$ cat src/hdl/sqk_pkg.sv
package sqk_pkg;
  localparam int DATA_W        = 8;
  localparam int NUM_CS        = 4;
  localparam int DIV_W         = 8;
  localparam int FIFO_DEPTH    = 32;
  localparam logic [7:0] DIV_ONE   = 8'h01;
  localparam logic [7:0] DIV_RESET = 8'h02;
  localparam logic MODE_MASTER_RESET   = 1'b1;
  localparam logic FAULT_DIS_RESET     = 1'b0;
  localparam logic TX_EMPTY_RESET      = 1'b1;
  localparam int CS0_INDEX = 0;
  typedef enum logic [1:0] {
    SQK_IDLE,
    SQK_LOAD,
    SQK_SHIFT,
    SQK_DONE
  } sqk_state_t;
endpackage

$ cat src/hdl/sqk_stream_if.sv
`timescale 1ns/100ps
interface sqk_stream_if #(parameter int W = 8);
  logic [W-1:0] data;
  logic         valid;
  logic         ready;
  modport src (output data, output valid, input ready);
  modport dst (input data, input valid, output ready);
endinterface

$ cat src/hdl/sqk_fifo.sv
`timescale 1ns/100ps
module sqk_fifo #(
  parameter int W     = 8,
  parameter int DEPTH = 32
) (
  input  wire logic i_clock,
  input  wire logic i_rst,
  sqk_stream_if.dst s_in,
  sqk_stream_if.src s_out
);
  localparam int AW = $clog2(DEPTH);
  logic [W-1:0]  mem_reg [DEPTH];
  logic [AW-1:0] wr_reg;
  logic [AW-1:0] rd_reg;
  logic [AW:0]   cnt_reg;
  logic          push;
  logic          pop;
  assign s_in.ready  = (cnt_reg != (AW+1)'(DEPTH));
  assign s_out.valid = (cnt_reg != '0);
  assign s_out.data  = mem_reg[rd_reg];
  assign push = s_in.valid && s_in.ready;
  assign pop  = s_out.valid && s_out.ready;
  always_ff @(posedge i_clock) begin
    if (push) begin
      mem_reg[wr_reg] <= s_in.data;
    end
  end
  always_ff @(posedge i_clock) begin
    if (i_rst) begin
      wr_reg  <= '0;
      rd_reg  <= '0;
      cnt_reg <= '0;
    end else begin
      if (push) begin
        wr_reg <= (wr_reg == AW'(DEPTH-1)) ? '0 : wr_reg + 1'b1;
      end
      if (pop) begin
        rd_reg <= (rd_reg == AW'(DEPTH-1)) ? '0 : rd_reg + 1'b1;
      end
      cnt_reg <= cnt_reg + (AW+1)'(push) - (AW+1)'(pop);
    end
  end
endmodule

$ cat src/hdl/sqk_clkdiv.sv
`timescale 1ns/100ps
module sqk_clkdiv #(
  parameter int DW = 8
) (
  input  wire logic          i_clock,
  input  wire logic          i_rst,
  input  wire logic          i_run,
  input  wire logic [DW-1:0] i_div,
  output logic               o_tick
);
  logic [DW-1:0] cnt_reg;
  always_ff @(posedge i_clock) begin
    if (i_rst || !i_run) begin
      cnt_reg <= '0;
      o_tick  <= 1'b0;
    end else if (cnt_reg + 1'b1 >= i_div) begin
      cnt_reg <= '0;
      o_tick  <= 1'b1;
    end else begin
      cnt_reg <= cnt_reg + 1'b1;
      o_tick  <= 1'b0;
    end
  end
endmodule

$ cat src/hdl/sqk_top.sv
`timescale 1ns/100ps
module sqk_top #(
  parameter int DATA_W = sqk_pkg::DATA_W,
  parameter int NUM_CS = sqk_pkg::NUM_CS,
  parameter int DIV_W  = sqk_pkg::DIV_W,
  parameter int DEPTH  = sqk_pkg::FIFO_DEPTH
) (
  // Clock and reset
  input  wire logic                    i_clock,
  input  wire logic                    i_rst,
  // Control
  input  wire logic                    i_enable_cmd,
  input  wire logic                    i_disable_cmd,
  input  wire logic                    i_soft_reset_bit,
  input  wire logic                    i_master_mode,
  input  wire logic                    i_fault_detect_disable,
  input  wire logic [NUM_CS-1:0]       i_chip_select_active,
  input  wire logic [NUM_CS*DIV_W-1:0] i_serial_clock_divisor,
  input  wire logic [NUM_CS-1:0]       i_clock_polarity_select,
  input  wire logic [NUM_CS-1:0]       i_clock_phase_select,
  input  wire logic [NUM_CS-1:0]       i_keep_select_after_transfer,
  input  wire logic [$clog2(NUM_CS)-1:0] i_cs_sel,
  // Transmit holding register write port
  input  wire logic [DATA_W-1:0]       i_thr_data,
  input  wire logic                    i_thr_write,
  // Receive stream
  output logic [DATA_W-1:0]            o_rx_data,
  output logic                         o_rx_valid,
  input  wire logic                    i_rx_ready,
  // SPI pins
  output logic                         o_sck,
  output logic                         o_mosi,
  output logic [NUM_CS-1:0]            o_cs_n,
  input  wire logic                    i_miso,
  input  wire logic                    i_sck,
  input  wire logic                    i_mosi,
  input  wire logic                    i_ss_n,
  output logic                         o_miso,
  output logic                         o_miso_oe_n,
  // Status
  output logic                         o_enabled,
  output logic                         o_transmit_holding_empty,
  output logic                         o_busy,
  output logic                         o_fault_unreliable
);
  ////////////////////////////////////////////////////////////////////////////
  // Enable, soft reset
  logic          en_reg;
  logic          srst;
  assign srst = i_rst || i_soft_reset_bit;
  always_ff @(posedge i_clock) begin
    if (srst) begin
      en_reg <= 1'b0;
    end else if (i_enable_cmd) begin
      en_reg <= 1'b1;
    end else if (i_disable_cmd && i_master_mode) begin
      en_reg <= 1'b0;
    end
  end
  ////////////////////////////////////////////////////////////////////////////
  // Transmit path: holding write filter into FIFO
  sqk_stream_if #(.W(DATA_W)) tx_in ();
  sqk_stream_if #(.W(DATA_W)) tx_out ();
  assign tx_in.data  = i_thr_data;
  assign tx_in.valid = i_thr_write && en_reg;
  sqk_fifo #(.W(DATA_W), .DEPTH(DEPTH)) u_fifo (
    .i_clock (i_clock),
    .i_rst   (srst),
    .s_in    (tx_in),
    .s_out   (tx_out)
  );
  ////////////////////////////////////////////////////////////////////////////
  // Transmit occupancy, mirrors the words waiting behind the shifter
  // A write and a load in one cycle leave the count unchanged
  logic                       load;
  logic                       tx_push;
  logic [$clog2(DEPTH+1)-1:0] tx_cnt_reg;
  assign tx_push = tx_in.valid && tx_in.ready;
  always_ff @(posedge i_clock) begin
    if (srst) begin
      tx_cnt_reg <= '0;
    end else if (tx_push && !load) begin
      tx_cnt_reg <= tx_cnt_reg + 1'b1;
    end else if (load && !tx_push) begin
      tx_cnt_reg <= tx_cnt_reg - 1'b1;
    end
  end
  ////////////////////////////////////////////////////////////////////////////
  // Empty flag: set when the last waiting word moves into the shifter
  logic thr_empty_reg;
  logic tx_last;
  assign tx_last = load && !tx_push && (tx_cnt_reg == ($bits(tx_cnt_reg))'(1));
  always_ff @(posedge i_clock) begin
    if (srst) begin
      thr_empty_reg <= sqk_pkg::TX_EMPTY_RESET;
    end else if (tx_last) begin
      thr_empty_reg <= 1'b1;
    end else if (tx_push) begin
      thr_empty_reg <= 1'b0;
    end
  end
  // Disable does not touch the flag; it only holds otherwise
  ////////////////////////////////////////////////////////////////////////////
  // Clock configuration for the selected chip select; divisor mix over all active selects, stall from select 0
  logic [DIV_W-1:0] div_sel;
  logic             clock_polarity_select;
  logic             clock_phase_select;
  logic             mix_div;
  logic             any_one;
  logic             any_other;
  assign div_sel = i_serial_clock_divisor[i_cs_sel*DIV_W +: DIV_W];
  assign clock_polarity_select    = i_clock_polarity_select[i_cs_sel];
  assign clock_phase_select   = i_clock_phase_select[i_cs_sel];
  always_comb begin
    any_one   = 1'b0;
    any_other = 1'b0;
    for (int k = 0; k < NUM_CS; k++) begin
      if (i_chip_select_active[k]) begin
        if (i_serial_clock_divisor[k*DIV_W +: DIV_W] == DIV_W'(sqk_pkg::DIV_ONE)) begin
          any_one = 1'b1;
        end else begin
          any_other = 1'b1;
        end
      end
    end
    mix_div = any_one && any_other && clock_polarity_select && !clock_phase_select;
  end
  logic hang;
  assign hang = i_keep_select_after_transfer[sqk_pkg::CS0_INDEX]
                && !i_fault_detect_disable;
  ////////////////////////////////////////////////////////////////////////////
  // Master shifter
  sqk_pkg::sqk_state_t state_reg;
  logic [DATA_W-1:0]   sh_reg;
  logic [$clog2(DATA_W*2+2)-1:0] edge_reg;
  logic                tick;
  logic                glitch_reg;
  logic [DATA_W-1:0]   rx_sh_reg;
  logic                run;
  assign run  = (state_reg == sqk_pkg::SQK_SHIFT) || (state_reg == sqk_pkg::SQK_LOAD);
  assign load = (state_reg == sqk_pkg::SQK_IDLE) && en_reg && i_master_mode
                && tx_out.valid && !hang;
  assign tx_out.ready = load;
  sqk_clkdiv #(.DW(DIV_W)) u_div (
    .i_clock (i_clock),
    .i_rst   (srst),
    .i_run   (run),
    .i_div   (div_sel),
    .o_tick  (tick)
  );
  sqk_stream_if #(.W(DATA_W)) rx_in ();
  sqk_stream_if #(.W(DATA_W)) rx_out ();
  logic rx_push_reg;
  logic [DATA_W-1:0] rx_word_reg;
  assign rx_in.data  = rx_word_reg;
  assign rx_in.valid = rx_push_reg;
  assign rx_out.ready = i_rx_ready || !o_rx_valid;
  sqk_fifo #(.W(DATA_W), .DEPTH(DEPTH)) u_rx_fifo (
    .i_clock (i_clock),
    .i_rst   (srst),
    .s_in    (rx_in),
    .s_out   (rx_out)
  );
  always_ff @(posedge i_clock) begin
    if (srst) begin
      state_reg  <= sqk_pkg::SQK_IDLE;
      sh_reg     <= '0;
      edge_reg   <= '0;
      glitch_reg <= 1'b0;
      o_sck      <= 1'b0;
      o_mosi     <= 1'b0;
      o_cs_n     <= '1;
      rx_sh_reg  <= '0;
    end else begin
      case (state_reg)
        sqk_pkg::SQK_IDLE: begin
          o_sck <= clock_polarity_select;
          if (load) begin
            sh_reg    <= tx_out.data;
            state_reg <= sqk_pkg::SQK_LOAD;
            o_cs_n    <= ~(NUM_CS'(1) << i_cs_sel);
            glitch_reg <= mix_div;
          end else if (!i_keep_select_after_transfer[i_cs_sel]) begin
            o_cs_n <= '1;
          end
        end
        sqk_pkg::SQK_LOAD: begin
          edge_reg  <= '0;
          o_mosi    <= sh_reg[DATA_W-1];
          state_reg <= sqk_pkg::SQK_SHIFT;
        end
        sqk_pkg::SQK_SHIFT: begin
          if (tick) begin
            if (glitch_reg) begin
              o_sck      <= ~o_sck;
              glitch_reg <= o_sck == clock_polarity_select ? 1'b1 : 1'b0;
              if (o_sck != clock_polarity_select) begin
                glitch_reg <= 1'b0;
              end
            end else begin
              o_sck    <= ~o_sck;
              edge_reg <= edge_reg + 1'b1;
              if (edge_reg[0] == clock_phase_select) begin
                rx_sh_reg <= {rx_sh_reg[DATA_W-2:0], i_miso};
              end else begin
                sh_reg <= {sh_reg[DATA_W-2:0], 1'b0};
                o_mosi <= sh_reg[DATA_W-2];
              end
              if (edge_reg == ($bits(edge_reg))'(DATA_W*2-1)) begin
                state_reg <= sqk_pkg::SQK_DONE;
              end
            end
          end
        end
        sqk_pkg::SQK_DONE: begin
          o_sck     <= clock_polarity_select;
          state_reg <= sqk_pkg::SQK_IDLE;
        end
        default: state_reg <= sqk_pkg::SQK_IDLE;
      endcase
    end
  end
  ////////////////////////////////////////////////////////////////////////////
  // Slave shifter; keeps running regardless of disable
  logic              sck_d_reg;
  logic [$clog2(DATA_W+1)-1:0] sbit_reg;
  logic [DATA_W-1:0] srx_reg;
  logic              slave_on;
  assign slave_on = en_reg && !i_master_mode;
  always_ff @(posedge i_clock) begin
    if (srst) begin
      sck_d_reg   <= 1'b0;
      sbit_reg    <= '0;
      srx_reg     <= '0;
      o_miso      <= 1'b0;
      o_miso_oe_n <= 1'b1;
    end else begin
      sck_d_reg   <= i_sck;
      o_miso_oe_n <= !(slave_on && !i_ss_n);
      o_miso      <= 1'b0;
      if (!slave_on || i_ss_n) begin
        sbit_reg <= '0;
      end else if (i_sck && !sck_d_reg) begin
        srx_reg  <= {srx_reg[DATA_W-2:0], i_mosi};
        sbit_reg <= (sbit_reg == ($bits(sbit_reg))'(DATA_W-1)) ? '0 : sbit_reg + 1'b1;
      end
    end
  end
  ////////////////////////////////////////////////////////////////////////////
  // Receive word capture and outputs
  always_ff @(posedge i_clock) begin
    if (srst) begin
      rx_push_reg <= 1'b0;
      rx_word_reg <= '0;
    end else begin
      rx_push_reg <= 1'b0;
      if (state_reg == sqk_pkg::SQK_DONE) begin
        rx_word_reg <= rx_sh_reg;
        rx_push_reg <= 1'b1;
      end else if (slave_on && !i_ss_n && i_sck && !sck_d_reg
                   && sbit_reg == ($bits(sbit_reg))'(DATA_W-1)) begin
        rx_word_reg <= {srx_reg[DATA_W-2:0], i_mosi};
        rx_push_reg <= 1'b1;
      end
    end
  end
  always_ff @(posedge i_clock) begin
    if (srst) begin
      o_rx_data  <= '0;
      o_rx_valid <= 1'b0;
      o_enabled  <= 1'b0;
      o_transmit_holding_empty <= sqk_pkg::TX_EMPTY_RESET;
      o_busy     <= 1'b0;
      o_fault_unreliable <= 1'b0;
    end else begin
      if (rx_out.valid && rx_out.ready) begin
        o_rx_data  <= rx_out.data;
        o_rx_valid <= 1'b1;
      end else if (i_rx_ready) begin
        o_rx_valid <= 1'b0;
      end
      o_enabled  <= en_reg;
      o_transmit_holding_empty <= thr_empty_reg;
      o_busy     <= run || (state_reg == sqk_pkg::SQK_DONE);
      o_fault_unreliable <= !i_fault_detect_disable;
    end
  end
endmodule

$ cat config.mk
export PLATFORM = sky130hd
export DESIGN_NAME = sqk_top
export DESIGN_NICKNAME = d
export VERILOG_FILES = /design/src/hdl/sqk_pkg.sv /design/src/hdl/sqk_stream_if.sv /design/src/hdl/sqk_fifo.sv /design/src/hdl/sqk_clkdiv.sv /design/src/hdl/sqk_top.sv
export SDC_FILE = /design/constraint.sdc
export NUM_CORES = 1
export LEC_CHECK = 0
export ABC_CLOCK_PERIOD_IN_PS = 3600
export BUFFER_PORTS_ARGS = -buffer_cell sky130_fd_sc_hd__buf_2
export CAP_MARGIN = 20
export CORE_ASPECT_RATIO = 1.4
export CORE_MARGIN = 1
export CORE_UTILIZATION = 49
export CTS_CLUSTER_DIAMETER = 30
export DETAILED_ROUTE_END_ITERATION = 10
export PLACE_DENSITY_LB_ADDON = 0.12
export SYNTH_ARGS = -nofsm -noshare
export SYNTH_HDL_FRONTEND = slang
export SYNTH_HIERARCHICAL = 1
export SYNTH_SLANG_ARGS = --single-unit
$ cat constraint.sdc
create_clock -name i_clock -period 3.6 [get_ports i_clock]
set_input_delay 0.72 -clock i_clock [delete_from_list [all_inputs] [get_ports i_clock]]
set_output_delay 0.72 -clock i_clock [all_outputs]
set_load 0.01 [all_outputs]
==> results.txt <==
The pin count of the biggest net entering global routing came out at 49. In this run the clock root is driven by a clkbuf_16. The placed instances occupy a cell area of 27800 um^2. The flop-to-flop setup slack is 560 ps.

In this run the deepest clock path goes through 3 buffers. TritonCTS built the clock tree. The clock sink count is 636. The number of distinct library cells after synthesis came out at 78. The maximum level of the CTS H-tree came out at 3. The type of the worst setup path is reg2reg.

The routed via count divided by cell count came out at 5.68. During I/O placement, the number of pins put on the boundary was 92. The setup-violating endpoint count in the final report came out at 0.

The number of antenna violations at the first check in global routing came out at 1. The final worst clock skew is 22.3 ps. In the layout the commonest cells are edfxtp_1, mux2i_1, nor2_1. The fraction of layout cells with a size suffix above 1 came out at 20.6%. The final routed wire length divided by cell count came out at 22.1 um. The biggest fanout along the worst timing path is 8.

The multi-input gate area in the final layout came out at 8070 um^2. The cell count after synthesis is 1729. A synthesized cell averages 15.4 um^2. The critical path arrival came out at 3550 ps.

The die covers 55100 um^2. The count of endpoints failing hold in the final timing report is 0. The max-capacitance violation count is 0. The worst hold path terminates at o_fault_unreliable. The area of all sequential standard cells is 17900 um^2. The worst-case setup slack after placement is 498 ps. The worst pin sits at a relative slew slack of 24.4%.

The final sum of negative setup slack is 0 ps. The fmax came out at 0.329 GHz. The flow ran to the end, and the final reports show no timing, DRC or antenna violations.

The netlist area before placement is 26600 um^2. The clock latency on the worst-skew pair came out at 650 ps. The most common cell after layout, fill and taps aside is edfxtp_1. The cell area after layout is 31300 um^2. The count of input and output buffers is 90.

For this block, the via count after detailed routing is 15.2k. Counting cells, the worst reg-to-reg path comes to 16. The filler cells instantiated in the layout total 4169. The worst hold path begins at i_fault_detect_disable. The sequential cell area fraction in the yosys report is 67.2%. The power per cell area came out at 590 nW/um^2. The number of synthesized flops with an enable pin is 512.

The cell depth of the worst min-delay path is 2. Summed over all layers, the routed wires come to 59.3 mm. In this run the critical register-to-register path is captured at u_fifo/cnt_reg[4]. In this run, synthesis produced a sequential element count of 636. Once the floorplan was initialized, standard cells occupied 49.8% of the core.

The worst-margin pin slew is 1130 ps. The number of warnings issued by yosys came out at 6. The via count of the first global-routing pass came out at 15.6k. The final critical delay including setup and external delays is 3040 ps. The core box area is 53300 um^2. Setup slack closes at 561 ps. The nature of the critical path endpoint is a flop.

In this run the static leakage power is 10.7 nW. The hold-fix buffer count after cts came out at 0. The post-synthesis net count is 1856. Across every metal layer, demand over resource in global routing totals 22.0%.

In this run the worst setup path begins at u_fifo/cnt_reg[2]. The startpoint of the lowest-slack register-to-register path is u_fifo/cnt_reg[2]. The routability-driven placement congestion ratio came out at 0.832. The kind of launch point of the worst setup path is a flop.

The number of pins exceeding their max-slew limit in the final report came out at 0. The number of antenna diodes in the final layout is 0. The number of buffers added for setup after CTS came out at 0. For this run, asynchronously set or reset flops after synthesis account for 0%. The horizontal die dimension came out at 199 um. The number of gates resized after CTS is 0.

In this run the core area contains 100 standard-cell rows. The leftover overflow at the end of global routing is 0. The share of the clock period used by the worst path after layout came out at 84.4%. The number of antenna-violating nets in the routed design is 0. The path type of the worst min-delay path is in2reg.

Setup repair after global routing left no endpoint under its margin. The number of search-and-repair iterations in the first detailed-routing pass came out at 5. Once detailed placement completed, the half-perimeter wirelength came to 38.6 mm. The final-layout worst hold slack came out at 244 ps. The most used flip-flop cell after synthesis is edfxtp_1. From synthesis to final layout, the design area changed by 17.9%. The worst endpoint required time is 4110 ps.

IR analysis of the VDD net gives a maximum drop of 426 uV. The number of nets in the final layout came out at 2012. The global-route wire length before repair came out at 90.4 mm. The clock-pin slew on the worst setup and hold paths is 60 ps. The floorplan step set the die height to 277 um. The first routing iteration left 797 violations. After detailed routing, the number of remaining DRC violations is 0. The number of buffers inserted during clock tree synthesis came out at 102.
## critical path, cell delays in order, from the launching register on
cell	delay (ps)
dfxtp_1	310
inv_1	80
ha_1	170
nand4bb_1	270
nand4_1	170
or2_0	150
inv_1	120
nand2_1	220
inv_2	50
ha_1	270
inv_1	40
ha_1	200
fa_1	420
a21oi_1	160
o21bai_1	80
xnor2_1	140
nor2_1	50
## final cells by class
| type | count | area share (%) |
|---|---|---|
| tap | 714 | 2.85 |
| clock buffer | 110 | 8.45 |
| timing repair buffer | 139 | 2.78 |
| inverter | 43 | 0.516 |
| sequential | 636 | 57.1 |
| clock inverter | 79 | 2.55 |
| multi-input combinational | 963 | 25.8 |
## kinds of logic (layout without fill, tap and decap cells)
kind of cell	count (synthesis)	in the layout	synth area share [%]
AOI/OAI and AO/OA	229	229	6.09
other	1	1	0.0141
adders and majority gates	56	56	2.70
buffers and inverters	130	371	2.37
and+or+nand+nor	431	431	8.42
DFF	636	636	67.2
muxes	227	227	12.5
xor gates and xnor gates	19	19	0.655
## stage by stage
stage	util (%)	std cells	total power [W]
floorplan	-	1729	0.00876
global placement	52.2	2493	0.00906
detailed placement	52.2	2494	0.00908
CTS	58.7	2683	0.0186
global route	58.7	2684	0.0191
finish	58.7	2684	0.0185
## worst max-delay path by stage
stage	endpoint	slack [ps]	cells past startpoint
after floorplan	u_div/o_tick	660	9
after global placement	u_div/o_tick	530	8
after detailed placement	u_div/o_tick	500	8
after CTS	u_fifo/cnt_reg[4]	520	16
after global routing	u_fifo/cnt_reg[4]	250	16
final	u_fifo/cnt_reg[4]	560	16
## routing by layer
metal  vias up  routed length [um]  GRT usage (%)
li1       7099                   -              -
met1      7659               22300           24.6
met2       364               32600           40.6
met3       112                2440           3.28
met4         2                1970           10.0
met5         -                   8              0
## cell usage after synthesis, types with 9 or more instances
master    count  area, um^2
edfxtp_1    512       15400
mux2i_1     152        1520
nor2_1      129         484
dfxtp_1     124        2480
nand3_1      86         430
nand2_1      85         319
a22oi_1      69         518
a21oi_1      68         340
ha_1         54         676
mux4_2       45        1010
clkbuf_1     39         146
inv_1        37         139
mux4_1       30         788
buf_2        27         135
a221oi_1     16         140
a22o_1       16         140
nor2b_1      12        75.1
o21ai_0      12        60.1
xnor2_1      12         105
buf_6         9         101
## power breakdown
group	switching (W)	internal, W
clock network	0.00361	0.00593
registers	0.0000583	0.00795
logic	0.000556	0.000365
Note: power is estimated with default switching activity, not from simulation.
